==> config.mk <==
export PLATFORM = sky130hd
export DESIGN_NAME = dltc_top
export DESIGN_NICKNAME = d
export VERILOG_FILES = /design/src/common/dltc_pkg.sv /design/src/hw/dltc_top.sv
export SDC_FILE = /design/constraint.sdc
export NUM_CORES = 1
export LEC_CHECK = 0
export BUFFER_PORTS_ARGS = -buffer_cell sky130_fd_sc_hd__buf_2
export CAP_MARGIN = 20
export CORE_ASPECT_RATIO = 0.5
export CORE_UTILIZATION = 54
export CTS_CLUSTER_SIZE = 30
export DETAILED_ROUTE_END_ITERATION = 8
export PLACE_DENSITY = 0.8
export SYNTH_ARGS = -nofsm -noshare
export SYNTH_HDL_FRONTEND = slang
export SYNTH_SLANG_ARGS = --single-unit
export TNS_END_PERCENT = 1
==> constraint.sdc <==
create_clock -name sys_clk -period 2.9 [get_ports sys_clk]
set_clock_uncertainty 0.15 [all_clocks]
set_input_delay 0.29 -clock sys_clk [delete_from_list [all_inputs] [get_ports sys_clk]]
set_output_delay 0.29 -clock sys_clk [all_outputs]
set_load 0.01 [all_outputs]
==> src/common/dltc_pkg.sv <==
// package: register map, field positions and shared types of the timer pair
//------------------------------------------------------------------------
// Function
// - mode 0: high byte holds upper eight, low byte lower five bits
// - mode 1: count through all sixteen bits, same enables as mode 0
// - mode 2: low byte counts, wrap sets flag and reloads from high byte
// - hardware never alters the high-byte reload value in mode 2
// - split mode: timer A low byte uses timer A controls and pins
// - split mode: timer A high byte runs on timer B run, sets B flag
// - timer A split: timer B runs without pin clock or flag setting
// - timer A split: timer B runs in modes 0 to 2, stops in mode 3
// - mode field: 13-bit, 16-bit, 8-bit reload, split dual 8-bit
// - timer B mode 3 makes timer B inactive, count held
// - overflow flags set by hardware, cleared by software or vectoring
// - gate 1 counts only while run is set and interrupt pin high
// - counter select 1 counts falling edges on the count pin
// - clock select bits 4 and 3 pick system or prescaled clock
// - prescale: divide by 12, 4, 48, or external clock by 8
// - external clock by eight is synchronised to the system clock
// - interrupt flags set by pin, cleared by software or edge vectoring
// - type bit: 0 active-low level, 1 falling edge
// - level mode interrupt flag follows inverse of its pin
// - upper three clock control bits read zero, writes ignored
// - setting run never clears the count
//------------------------------------------------------------------------
package dltc_pkg;
    // register addresses
    localparam logic [7:0] ADDR_CTRL = 8'h88;
    localparam logic [7:0] ADDR_MODE = 8'h89;
    localparam logic [7:0] ADDR_A_LO = 8'h8A;
    localparam logic [7:0] ADDR_B_LO = 8'h8B;
    localparam logic [7:0] ADDR_A_HI = 8'h8C;
    localparam logic [7:0] ADDR_B_HI = 8'h8D;
    localparam logic [7:0] ADDR_CKC = 8'h8E;
    // reset values
    localparam logic [7:0] RST_CTRL = 8'h00;
    localparam logic [7:0] RST_MODE = 8'h00;
    localparam logic [7:0] RST_CNT = 8'h00;
    localparam logic [7:0] RST_CKC = 8'h00;
    // control register fields
    localparam int B_TF = 7;
    localparam int B_TR = 6;
    localparam int A_TF = 5;
    localparam int A_TR = 4;
    localparam int B_IE = 3;
    localparam int B_IT = 2;
    localparam int A_IE = 1;
    localparam int A_IT = 0;
    // clock control fields
    localparam int CK_B_SEL = 4;
    localparam int CK_A_SEL = 3;
    localparam logic [7:0] CKC_MASK = 8'h1F;
    // prescale divide counts
    localparam int DIV_12 = 12;
    localparam int DIV_4 = 4;
    localparam int DIV_48 = 48;
    localparam int DIV_EXT = 8;
    localparam int DIV_W = 6;
    // mode field encodings
    localparam logic [1:0] MODE_13 = 2'h0;
    localparam logic [1:0] MODE_16 = 2'h1;
    localparam logic [1:0] MODE_RELOAD = 2'h2;
    localparam logic [1:0] MODE_SPLIT = 2'h3;

    // per-timer mode register nibble
    typedef struct packed {
        logic gate_ctrl;
        logic counter_select;
        logic [1:0] mode_field;
    } dltc_tmode_s;

    // register bus request
    typedef struct packed {
        logic wr;
        logic rd;
        logic [7:0] addr;
        logic [7:0] wdata;
    } dltc_req_s;

    // result of one timer's count step
    typedef struct packed {
        logic [7:0] lo;
        logic [7:0] hi;
        logic ovf;
    } dltc_step_s;
endpackage

==> src/hw/dltc_top.sv <==
// module: dual legacy counter/timer pair behind special function registers
`timescale 1ns/100ps
module dltc_top
(
    input wire logic sys_clk,
    input wire logic rst_n,
    input wire dltc_pkg::dltc_req_s sfr_req,
    output logic [7:0] sfr_rdata,
    input wire logic timer_a_vector_ack,
    input wire logic timer_b_vector_ack,
    input wire logic ext_irq_a_vector_ack,
    input wire logic ext_irq_b_vector_ack,
    input wire logic ext_irq_a_pin,
    input wire logic ext_irq_b_pin,
    input wire logic timer_a_count_pin,
    input wire logic timer_b_count_pin,
    input wire logic ext_clk_pin,
    output logic timer_b_overflow_pulse,
    output logic [7:0] timer_control_q_o
);
    //--------------------------------------------------------------------
    // registers
    //--------------------------------------------------------------------
    logic [7:0] timer_control_q;
    dltc_pkg::dltc_tmode_s a_mode_q, b_mode_q;
    logic [4:0] timer_clock_control_q;
    logic [7:0] a_lo_q, a_hi_q, b_lo_q, b_hi_q;

    //--------------------------------------------------------------------
    // pin synchronisers, two flops each, then one history flop
    //--------------------------------------------------------------------
    logic [4:0] pin_s1_q, pin_s2_q, pin_s3_q;
    always_ff @(posedge sys_clk or negedge rst_n)
    begin
        if (!rst_n)
        begin
            pin_s1_q <= 5'h1F;
            pin_s2_q <= 5'h1F;
            pin_s3_q <= 5'h1F;
        end
        else
        begin
            pin_s1_q <= {ext_clk_pin, timer_b_count_pin, timer_a_count_pin,
                         ext_irq_b_pin, ext_irq_a_pin};
            pin_s2_q <= pin_s1_q;
            pin_s3_q <= pin_s2_q;
        end
    end
    logic irq_a_lvl, irq_b_lvl, irq_a_fall, irq_b_fall;
    logic cnt_a_fall, cnt_b_fall, ext_rise;
    assign irq_a_lvl = pin_s2_q[0];
    assign irq_b_lvl = pin_s2_q[1];
    assign irq_a_fall = pin_s3_q[0] & ~pin_s2_q[0];
    assign irq_b_fall = pin_s3_q[1] & ~pin_s2_q[1];
    assign cnt_a_fall = pin_s3_q[2] & ~pin_s2_q[2];
    assign cnt_b_fall = pin_s3_q[3] & ~pin_s2_q[3];
    assign ext_rise = ~pin_s3_q[4] & pin_s2_q[4];

    //--------------------------------------------------------------------
    // prescaler: one-cycle tick per divided period
    //--------------------------------------------------------------------
    logic [dltc_pkg::DIV_W-1:0] div_cnt_q;
    logic [dltc_pkg::DIV_W-1:0] div_top;
    logic div_src, pre_tick;
    always_comb
    begin
        div_src = 1'b1;
        case (timer_clock_control_q[1:0])
            2'h0: div_top = dltc_pkg::DIV_W'(dltc_pkg::DIV_12 - 1);
            2'h1: div_top = dltc_pkg::DIV_W'(dltc_pkg::DIV_4 - 1);
            2'h2: div_top = dltc_pkg::DIV_W'(dltc_pkg::DIV_48 - 1);
            default:
            begin
                div_top = dltc_pkg::DIV_W'(dltc_pkg::DIV_EXT - 1);
                div_src = ext_rise;
            end
        endcase
    end
    assign pre_tick = div_src && (div_cnt_q >= div_top);
    // counter resets on wrap; a smaller top after a change still wraps
    always_ff @(posedge sys_clk or negedge rst_n)
    begin
        if (!rst_n)
            div_cnt_q <= '0;
        else if (pre_tick)
            div_cnt_q <= '0;
        else if (div_src)
            div_cnt_q <= div_cnt_q + 1'b1;
    end

    //--------------------------------------------------------------------
    // count enables
    //--------------------------------------------------------------------
    // gate uses the pin level itself, also in auto-reload
    function automatic logic run_ok(input logic run, input logic gate,
                                    input logic pin);
        return run && (!gate || pin);
    endfunction
    // timer clock event: pin edge, system clock or prescaler tick
    function automatic logic clk_ev(input logic csel, input logic ksel,
                                    input logic fall, input logic pre);
        return csel ? fall : (ksel ? 1'b1 : pre);
    endfunction

    logic a_split, a_ev, a_hi_ev, b_ev;
    assign a_split = (a_mode_q.mode_field == dltc_pkg::MODE_SPLIT);
    assign a_ev = run_ok(timer_control_q[dltc_pkg::A_TR],
        a_mode_q.gate_ctrl, irq_a_lvl)
        && clk_ev(a_mode_q.counter_select,
        timer_clock_control_q[dltc_pkg::CK_A_SEL], cnt_a_fall, pre_tick);
    // split high byte: timer clock only, run by timer B run bit
    assign a_hi_ev = timer_control_q[dltc_pkg::B_TR]
        && clk_ev(1'b0, timer_clock_control_q[dltc_pkg::CK_A_SEL],
        1'b0, pre_tick);
    // timer B under split A: no pin clock, run from mode field only
    always_comb
    begin
        if (b_mode_q.mode_field == dltc_pkg::MODE_SPLIT)
            b_ev = 1'b0;
        else if (a_split)
            b_ev = clk_ev(1'b0, timer_clock_control_q[dltc_pkg::CK_B_SEL],
                1'b0, pre_tick);
        else
            b_ev = run_ok(timer_control_q[dltc_pkg::B_TR],
                b_mode_q.gate_ctrl, irq_b_lvl)
                && clk_ev(b_mode_q.counter_select,
                timer_clock_control_q[dltc_pkg::CK_B_SEL],
                cnt_b_fall, pre_tick);
    end

    //--------------------------------------------------------------------
    // count step shared by both timers
    //--------------------------------------------------------------------
    function automatic dltc_pkg::dltc_step_s step(input logic [1:0] mode,
        input logic [7:0] lo, input logic [7:0] hi);
        dltc_pkg::dltc_step_s r;
        logic [16:0] w;
        r = '{lo: lo, hi: hi, ovf: 1'b0};
        w = '0;
        case (mode)
            dltc_pkg::MODE_13:
            begin
                w = {4'h0, hi, lo[4:0]} + 17'h00001;
                r.lo = {lo[7:5], w[4:0]};
                r.hi = w[12:5];
                r.ovf = w[13];
            end
            dltc_pkg::MODE_16:
            begin
                w = {1'b0, hi, lo} + 17'h00001;
                r.lo = w[7:0];
                r.hi = w[15:8];
                r.ovf = w[16];
            end
            dltc_pkg::MODE_RELOAD:
            begin
                r.ovf = (lo == 8'hFF);
                r.lo = r.ovf ? hi : lo + 8'h01;
            end
            default:
            begin
                r.ovf = (lo == 8'hFF);
                r.lo = lo + 8'h01;
            end
        endcase
        return r;
    endfunction

    dltc_pkg::dltc_step_s a_nx, b_nx;
    logic a_hi_ovf;
    assign a_nx = step(a_mode_q.mode_field, a_lo_q, a_hi_q);
    assign b_nx = step(b_mode_q.mode_field, b_lo_q, b_hi_q);
    assign a_hi_ovf = a_split && a_hi_ev && (a_hi_q == 8'hFF);

    //--------------------------------------------------------------------
    // count registers; writes win, counts resume from held value
    //--------------------------------------------------------------------
    logic wr;
    assign wr = sfr_req.wr;
    always_ff @(posedge sys_clk or negedge rst_n)
    begin
        if (!rst_n)
        begin
            a_lo_q <= dltc_pkg::RST_CNT;
            a_hi_q <= dltc_pkg::RST_CNT;
        end
        else
        begin
            if (wr && sfr_req.addr == dltc_pkg::ADDR_A_LO)
                a_lo_q <= sfr_req.wdata;
            else if (a_ev)
                a_lo_q <= a_nx.lo;
            if (wr && sfr_req.addr == dltc_pkg::ADDR_A_HI)
                a_hi_q <= sfr_req.wdata;
            else if (a_split && a_hi_ev)
                a_hi_q <= a_hi_q + 8'h01;
            else if (a_ev && !a_split)
                a_hi_q <= a_nx.hi;
        end
    end
    always_ff @(posedge sys_clk or negedge rst_n)
    begin
        if (!rst_n)
        begin
            b_lo_q <= dltc_pkg::RST_CNT;
            b_hi_q <= dltc_pkg::RST_CNT;
        end
        else
        begin
            if (wr && sfr_req.addr == dltc_pkg::ADDR_B_LO)
                b_lo_q <= sfr_req.wdata;
            else if (b_ev)
                b_lo_q <= b_nx.lo;
            if (wr && sfr_req.addr == dltc_pkg::ADDR_B_HI)
                b_hi_q <= sfr_req.wdata;
            else if (b_ev)
                b_hi_q <= b_nx.hi;
        end
    end

    //--------------------------------------------------------------------
    // mode and clock control registers
    //--------------------------------------------------------------------
    always_ff @(posedge sys_clk or negedge rst_n)
    begin
        if (!rst_n)
        begin
            {b_mode_q, a_mode_q} <= dltc_pkg::RST_MODE;
            timer_clock_control_q <= dltc_pkg::RST_CKC[4:0];
        end
        else if (wr && sfr_req.addr == dltc_pkg::ADDR_MODE)
            {b_mode_q, a_mode_q} <= sfr_req.wdata;
        else if (wr && sfr_req.addr == dltc_pkg::ADDR_CKC)
            timer_clock_control_q <= sfr_req.wdata[4:0];
    end

    //--------------------------------------------------------------------
    // control register: flags set by hardware win over clears
    //--------------------------------------------------------------------
    logic a_tf_set, b_tf_set, a_ie_set, b_ie_set;
    logic ctrl_wr;
    logic [7:0] ctrl_d;
    assign ctrl_wr = wr && sfr_req.addr == dltc_pkg::ADDR_CTRL;
    assign a_tf_set = a_ev && a_nx.ovf;
    // timer B flag comes from split A high byte, never from B then
    assign b_tf_set = a_split ? a_hi_ovf : (b_ev && b_nx.ovf);
    // level mode tracks inverted pin; edge mode latches falling edge
    assign a_ie_set = timer_control_q[dltc_pkg::A_IT] ? irq_a_fall
        : !irq_a_lvl;
    assign b_ie_set = timer_control_q[dltc_pkg::B_IT] ? irq_b_fall
        : !irq_b_lvl;
    always_comb
    begin
        ctrl_d = ctrl_wr ? sfr_req.wdata : timer_control_q;
        if (timer_a_vector_ack)
            ctrl_d[dltc_pkg::A_TF] = 1'b0;
        if (timer_b_vector_ack)
            ctrl_d[dltc_pkg::B_TF] = 1'b0;
        if (ext_irq_a_vector_ack && timer_control_q[dltc_pkg::A_IT])
            ctrl_d[dltc_pkg::A_IE] = 1'b0;
        if (ext_irq_b_vector_ack && timer_control_q[dltc_pkg::B_IT])
            ctrl_d[dltc_pkg::B_IE] = 1'b0;
        // in level mode the flag simply mirrors the inverted pin
        if (!timer_control_q[dltc_pkg::A_IT])
            ctrl_d[dltc_pkg::A_IE] = a_ie_set;
        if (!timer_control_q[dltc_pkg::B_IT])
            ctrl_d[dltc_pkg::B_IE] = b_ie_set;
        if (a_tf_set)
            ctrl_d[dltc_pkg::A_TF] = 1'b1;
        if (b_tf_set)
            ctrl_d[dltc_pkg::B_TF] = 1'b1;
        if (a_ie_set)
            ctrl_d[dltc_pkg::A_IE] = 1'b1;
        if (b_ie_set)
            ctrl_d[dltc_pkg::B_IE] = 1'b1;
    end
    always_ff @(posedge sys_clk or negedge rst_n)
    begin
        if (!rst_n)
            timer_control_q <= dltc_pkg::RST_CTRL;
        else
            timer_control_q <= ctrl_d;
    end

    //--------------------------------------------------------------------
    // outputs: registered read data and overflow pulse
    //--------------------------------------------------------------------
    // timer B overflow still feeds baud/convert triggers when split
    always_ff @(posedge sys_clk or negedge rst_n)
    begin
        if (!rst_n)
            timer_b_overflow_pulse <= 1'b0;
        else
            timer_b_overflow_pulse <= b_ev && b_nx.ovf;
    end
    always_ff @(posedge sys_clk or negedge rst_n)
    begin
        if (!rst_n)
            sfr_rdata <= 8'h00;
        else if (sfr_req.rd)
        begin
            case (sfr_req.addr)
                dltc_pkg::ADDR_CTRL: sfr_rdata <= timer_control_q;
                dltc_pkg::ADDR_MODE: sfr_rdata <= {b_mode_q, a_mode_q};
                dltc_pkg::ADDR_A_LO: sfr_rdata <= a_lo_q;
                dltc_pkg::ADDR_B_LO: sfr_rdata <= b_lo_q;
                dltc_pkg::ADDR_A_HI: sfr_rdata <= a_hi_q;
                dltc_pkg::ADDR_B_HI: sfr_rdata <= b_hi_q;
                dltc_pkg::ADDR_CKC:
                    sfr_rdata <= {3'h0, timer_clock_control_q};
                default: sfr_rdata <= 8'h00;
            endcase
        end
    end
    always_ff @(posedge sys_clk or negedge rst_n)
    begin
        if (!rst_n)
            timer_control_q_o <= dltc_pkg::RST_CTRL;
        else
            timer_control_q_o <= ctrl_d;
    end
endmodule

Word-level counts from Yosys, hierarchy flattened. Index checks and enable logic that the tools add are counted. W data, S select, Z words.

Flip-flop bits (word level): 83. Input bits: 29. Output and inout port bits: 17. Word-level logic and storage cells: 153.

Add/subtract/negate cells: 8. Order comparisons: 1. Equality and inequality tests: 22. Mux-type cells: 42. Bitwise operators: 11. Reductions and logical operators: 45.

Operator list (number): $mux W8 (12); $eq A8 B8 Y1 const B (10); $pmux W8 S7 (1); $pmux W8 S3 (2); $add A16 B1 Y17 const B (2); $pmux W8 S2 (2); $add A13 B1 Y14 const B (2); $add A8 B1 Y8 const B (3); $logic_and A1 B1 Y1 (20); $mux W1 (20); $pmux W6 S3 (1); $mux W6 (2); $reduce_bool A3 Y1 (4); $eq A2 B2 Y1 const B (5); $reduce_and A2 Y1 (5); $ne A4 B1 Y1 const B (2); $reduce_bool A2 Y1 (4); $add A6 B1 Y6 const B (1); $eq A2 B1 Y1 const B (3); $ge A6 B6 Y1 (1); $logic_not A2 Y1 (3); $not A1 Y1 (6); $and A1 B1 Y1 (5); $logic_not A1 Y1 (5); 5 further kinds (8).

Longest topological paths before layout.
Depth in word-level cells: 12. Mapped depth: 10. Gate-level depth less buffers: 9.

Worst setup path before layout. No wires, ideal clock.

Path type: reg2reg. From: register timer_clock_control_q[0]. To: register b_hi_q[7]. Setup time: 0.077 ns. Arrival time: 2.500 ns. Required time: 2.673 ns. Slack: 0.172 ns. Stages on the path, launching flop included: 11. Path buffers: 1. Clock period less this slack: 2.728 ns. Cell sequence: dfrtp_1 nand2b_1 ha_1 nand2_1 o311ai_4 a221oi_2 or2_1 buf_6 or4_4 xor2_1 a21oi_1.

Longest elaborated chain between the ends: 11. Elaborated cells on any way between the ends: 15. Those cells by class: order compare (1); eq/ne (2); mux (6); reduce/logical (6).

RTL lines: start, declared (line dltc_top.sv:26) `logic [4:0] timer_clock_control_q;`; start signal, assigned (line dltc_top.sv:229) `timer_clock_control_q <= dltc_pkg::RST_CKC[4:0];`; start signal, assigned (line dltc_top.sv:234) `timer_clock_control_q <= sfr_req.wdata[4:0];`; $eq A2 B2 Y1 (tied with other cells) (line dltc_top.sv:68) `case (timer_clock_control_q[1:0])`; $pmux W6 S3 / $reduce_or A3 Y1 (equally long branches); $ge A6 B6 Y1 / $mux W1 (equally long branches) (line dltc_top.sv:79, dltc_top.sv:68); $logic_and A1 B1 Y1 (*) (line dltc_top.sv:79) `assign pre_tick = div_src && (div_cnt_q >= div_top);`; $mux W1 (*) (line dltc_top.sv:102) `return csel ? fall : (ksel ? 1'b1 : pre);`; $mux W1 (line dltc_top.sv:102); $logic_and A1 B1 Y1 (line dltc_top.sv:126) `&& clk_ev(b_mode_q.counter_select,`; $mux W1 (*) (line dltc_top.sv:120) `else if (a_split)`; $mux W1 (*) (line dltc_top.sv:118) `if (b_mode_q.mode_field == dltc_pkg::MODE_SPLIT)`; $reduce_bool A2 Y1 (no line) (*); $reduce_and A2 Y1 (no line) (*); end signal, assigned (line dltc_top.sv:206) `b_hi_q <= dltc_pkg::RST_CNT;`; end signal, assigned (line dltc_top.sv:215) `b_hi_q <= sfr_req.wdata;`; end signal, assigned (line dltc_top.sv:217) `b_hi_q <= b_nx.hi;`; end, declared (line dltc_top.sv:27) `logic [7:0] a_lo_q, a_hi_q, b_lo_q, b_hi_q;`.

Every way passes the cells marked *; elsewhere a longest branch is shown, timed or not. A chain may end at the register's enable or synchronous reset.

Worst setup path in the final report. Ends and elaborated chain as after synthesis.

==> Implementation_results.wiki <==
{| class="wikitable"
! Metric !! Value
|-
| Dpl hpwl || 9420 um
|-
| Post-layout total power || 4.02 mW
|-
| Final setup violating endpoints || 0
|-
| Shortest period the worst path allows || around 2.8 ns
|-
| Worst R2R Setup Slack || about 0.063 ns
|-
| Layout cells sized above 1 || 22.7%
|-
| Clock network latency to the later pin of the worst-skew pair || 0.35 ns
|-
| # nets final || 607
|-
| Antenna violations before repair || 0
|-
| Clock slew at the register clock pins of the worst setup and hold paths || 0.07 ns
|-
| Starting density of the core || 58.0%
|-
| Overall die width || 136 um
|-
| Syn Area/Cell || 9.29 um^2
|-
| Number of warning messages in the yosys log || 0
|-
| Final cell area excluding filler cells || 5630 um^2
|-
| Worst hold path class || in2reg
|-
| Series of cell instances along the critical path || nand2b_1 -> ha_1 -> nand2_1 -> o311ai_4 -> a221oi_2 -> or2_1 -> or4_4 -> xor2_1 -> a21oi_1
|-
| Num ports || 46
|-
| Clock tree buffer depth || 2
|-
| Worst-case hold slack || 0.111 ns
|-
| Synthesized Nets || 555
|-
| Count of port buffers added during placement || 45
|-
| Power density over the cells || 714 nW/um^2
|-
| Num Clock Sinks || 83
|-
| Synth Cell Area || between 4000 and 5000 um^2
|-
| Worst Setup Start Kind || flop
|-
| Unique masters post-synth || 63
|-
| Combined global-route utilization of all metal layers || between 30% and 40%
|-
| Post-synthesis compound-gate area fraction || 19.7%
|-
| Critical Path RT || 2.95 ns
|-
| Share of the clock period used by the worst path after layout || a little over nine tenths
|-
| Global-route wire length before repair || 20900 um
|-
| Fraction of post-synthesis cell area in the top cell type by area || 35.3%
|-
| Library cell occupying the most area in the post-synthesis netlist || dfrtp_1
|-
| Post-layout instance count excluding filler cells || 688
|-
| Proportion of synthesized area in mux cells || 9.47%
|-
| RSZ-0062 raised after global routing || yes
|-
| Utilization after layout || between 60% and 70%
|-
| Number of filler cells placed in the layout || 638
|-
| Growth of design area from synthesis to finish || 16.7%
|-
| Pre-Repair DR Iteration Count || 5
|-
| Post-synthesis sequential element count || 83
|-
| Clock tree from TritonCTS || yes
|-
| Max frequency || 352 MHz
|-
| Max-slew violation count || 0
|-
| Max incr delay on CP || 0.53 ns
|-
| Final routed DRC violation total || 0
|-
| Worst path arrival time || roughly 2.9 ns
|-
| Main area contributors after synthesis || dfrtp_1, dfstp_2, mux2_2, nand2_1, o21ai_0
|-
| Worst setup slack before clock tree synthesis || 0.0371 ns
|-
| Actual transition at the worst max-transition pin || 0.675 ns
|-
| Vias post-DR || between 4000 and 5000
|-
| Routed wire length || 13400 um
|-
| Count of antenna diodes in the layout || 0
|-
| Sequential share of the synthesized area || 43.5%
|-
| Crit path capture type || flop
|-
| Placed Cells incl. Taps || 660
|-
| Total of max-cap violations || 0
|-
| Worst setup path category || reg2reg
|-
| Max transition margin || 55.0%
|-
| EDFF count, synth || 0
|-
| Max FO, Critical Path || 7
|-
| Average wire per standard cell || 19.5 um
|-
| Fraction of the mapped netlist area in simple logic gates || 18.0%
|-
| IR Drop Worst-Case VDD || 402 uV
|-
| Post-route ant nets || 0
|-
| Proportion of synthesized flip-flops having asynchronous set or reset || 100%
|-
| Leakage power of the design || 2.37 nW
|-
| Overall die height || 68.8 um
|-
| Most common flop cell mapped by yosys || dfrtp_1
|-
| Post-DP Area || 5170 um^2
|-
| Max H-tree Level || 3
|-
| Hold Violations, Final || 0
|-
| Gr ovfl total || 0
|-
| CORE AREA || 8320 um^2
|-
| Xor/xnor cell area share of the yosys netlist || 3.45%
|-
| Largest net degree at the start of global routing || 82
|-
| Routability congestion estimate from global placement || 0.928
|-
| Number of DRC markers after the initial detailed-route iteration || 439
|-
| Largest family of logic cells by synthesized area || compound AO/OA/AOI/OAI gates
|-
| Row count || 23
|-
| Worst Slack Setup Final || 0.0627 ns
|-
| Overall die area || 9340 um^2
|-
| CTS root buffer || clkbuf_16
|-
| Number of global-route vias before repair || approximately 4000
|-
| Detailed-route vias per instance || 6.46
|-
| Number of buffers added by the clock tree synthesis step || 9
|-
| Slowest cell on the critical path || or4_4
|-
| Status || complete, no violations
|-
| Adder-cell area share of the yosys netlist || 1.82%
|-
| Count of mapped cells out of synthesis || 519
|-
| Setup total negative slack || 0 ns
|}
## per-layer routing
metal	up-vias	part of all wire [%]	track usage [%]	wire length [um]
met4	2	1.9	11.0	253
met1	2131	43	41.4	5750
met3	31	11	9.36	1500
li1	2006	-	-	-
met5	-	0.51	6.11	69
met2	277	44	45.6	5870
## path summary, 6_finish.rpt
kind / end / depth (start not counted) / from
setup / recovery: b_hi_q[7]$_DFFE_PN0P_ / 9 / timer_clock_control_q[0]$_DFFE_PN0P_
max in group asynchronous: pin_s3_q[3]$_DFF_PN1_ / 3 / rst_n
setup reg to reg: b_hi_q[7]$_DFFE_PN0P_ / 9 / timer_clock_control_q[0]$_DFFE_PN0P_
min in group asynchronous: timer_control_q_o[1]$_DFFE_PN0P_ / 2 / rst_n
hold / removal: sfr_rdata[5]$_DFFE_PN0P_ / 2 / sfr_req[16]
hold reg to reg: pin_s2_q[2]$_DFF_PN1_ / 0 / pin_s1_q[2]$_DFF_PN1_
## layout make-up
| type | count | area, um^2 | area share (%) |
|---|---|---|---|
| Sequential cell | 83 | 2100 | 37.3 |
| Clock buffer | 9 | 225 | 4.00 |
| Inverter | 22 | 82.6 | 1.47 |
| Multi-Input combinational cell | 386 | 2570 | 45.7 |
| Clock inverter | 7 | 66.3 | 1.18 |
| Tap cell | 112 | 140 | 2.49 |
| Timing Repair Buffer | 69 | 443 | 7.87 |
## flip-flops by register name (all words and copies together), names as in the netlist, 6 cells and up
register	cells
a_lo_q	8
b_lo_q	8
timer_control_q_o	8
b_hi_q	8
div_cnt_q	6
sfr_rdata	8
a_hi_q	8
## power by group
group	switching, mW	internal, mW	leakage [nW]
sequential	0.314	1.35	0.963
clock	0.537	0.605	0.145
combinational	0.690	0.524	1.26
total	1.54	2.47	2.37
## layout by cell type (no fill, tap or decap), drive strengths merged, types with 3 or more instances in the layout
| master | instances |
|---|---|
| mux2i | 13 |
| o221ai | 4 |
| o2111ai | 3 |
| nand2b | 5 |
| dlygate4sd3 | 9 |
| o32ai | 5 |
| a22oi | 4 |
| xnor2 | 12 |
| dfstp | 15 |
| mux4 | 4 |
| buf | 60 |
| nand4 | 7 |
| nor2b | 9 |
| inv | 27 |
| nor2 | 33 |
| o31ai | 3 |
| clkbuf | 9 |
| nor4 | 6 |
| or2 | 3 |
| a21oi | 27 |
| ha | 7 |
| o211ai | 3 |
| a31oi | 5 |
| and3 | 10 |
| o21ai | 48 |
| nand2 | 63 |
| a21o | 3 |
| nor3 | 11 |
| and2b | 3 |
| o22ai | 12 |
| mux2 | 21 |
| a211oi | 3 |
| xor2 | 7 |
| and4 | 3 |
| nand3 | 18 |
| dfrtp | 68 |
| a221oi | 3 |
## worst max-delay path: cells and delay by family, from the launching register on
family | cells | cell delay [ns]
compound gates | 3 | 0.64
simple gates | 4 | 1.02
fa+ha+maj | 1 | 0.29
flops | 1 | 0.44
xor+xnor | 1 | 0.15
## cell usage after synthesis (12+ instances only)
cell type and n:
nand2_1 63, o21ai_0 46, o22ai_1 12, mux2i_1 13, nand3_1 18, clkbuf_1 24, dfrtp_1 68, mux2_2 21
nor2_1 33, dfstp_2 15, xnor2_1 12, a21oi_1 26, inv_1 22
## what timing repair did
action	in CTS	in global routing
gates resized for setup	0	9
setup buffers	0	2
hold endpoints to repair	8	31
hold buffers	8	1
endpoints found under the setup margin	0	12
## logic make-up after synthesis
group / after synthesis
AO/OA/AOI/OAI: 144
XOR/XNOR: 19
adder cells (fa/ha/maj): 7
buffers and inverters: 50
flip-flops: 83
multiplexers: 38
AND/OR/NAND/NOR: 178
(Power assumes the default switching activity.)
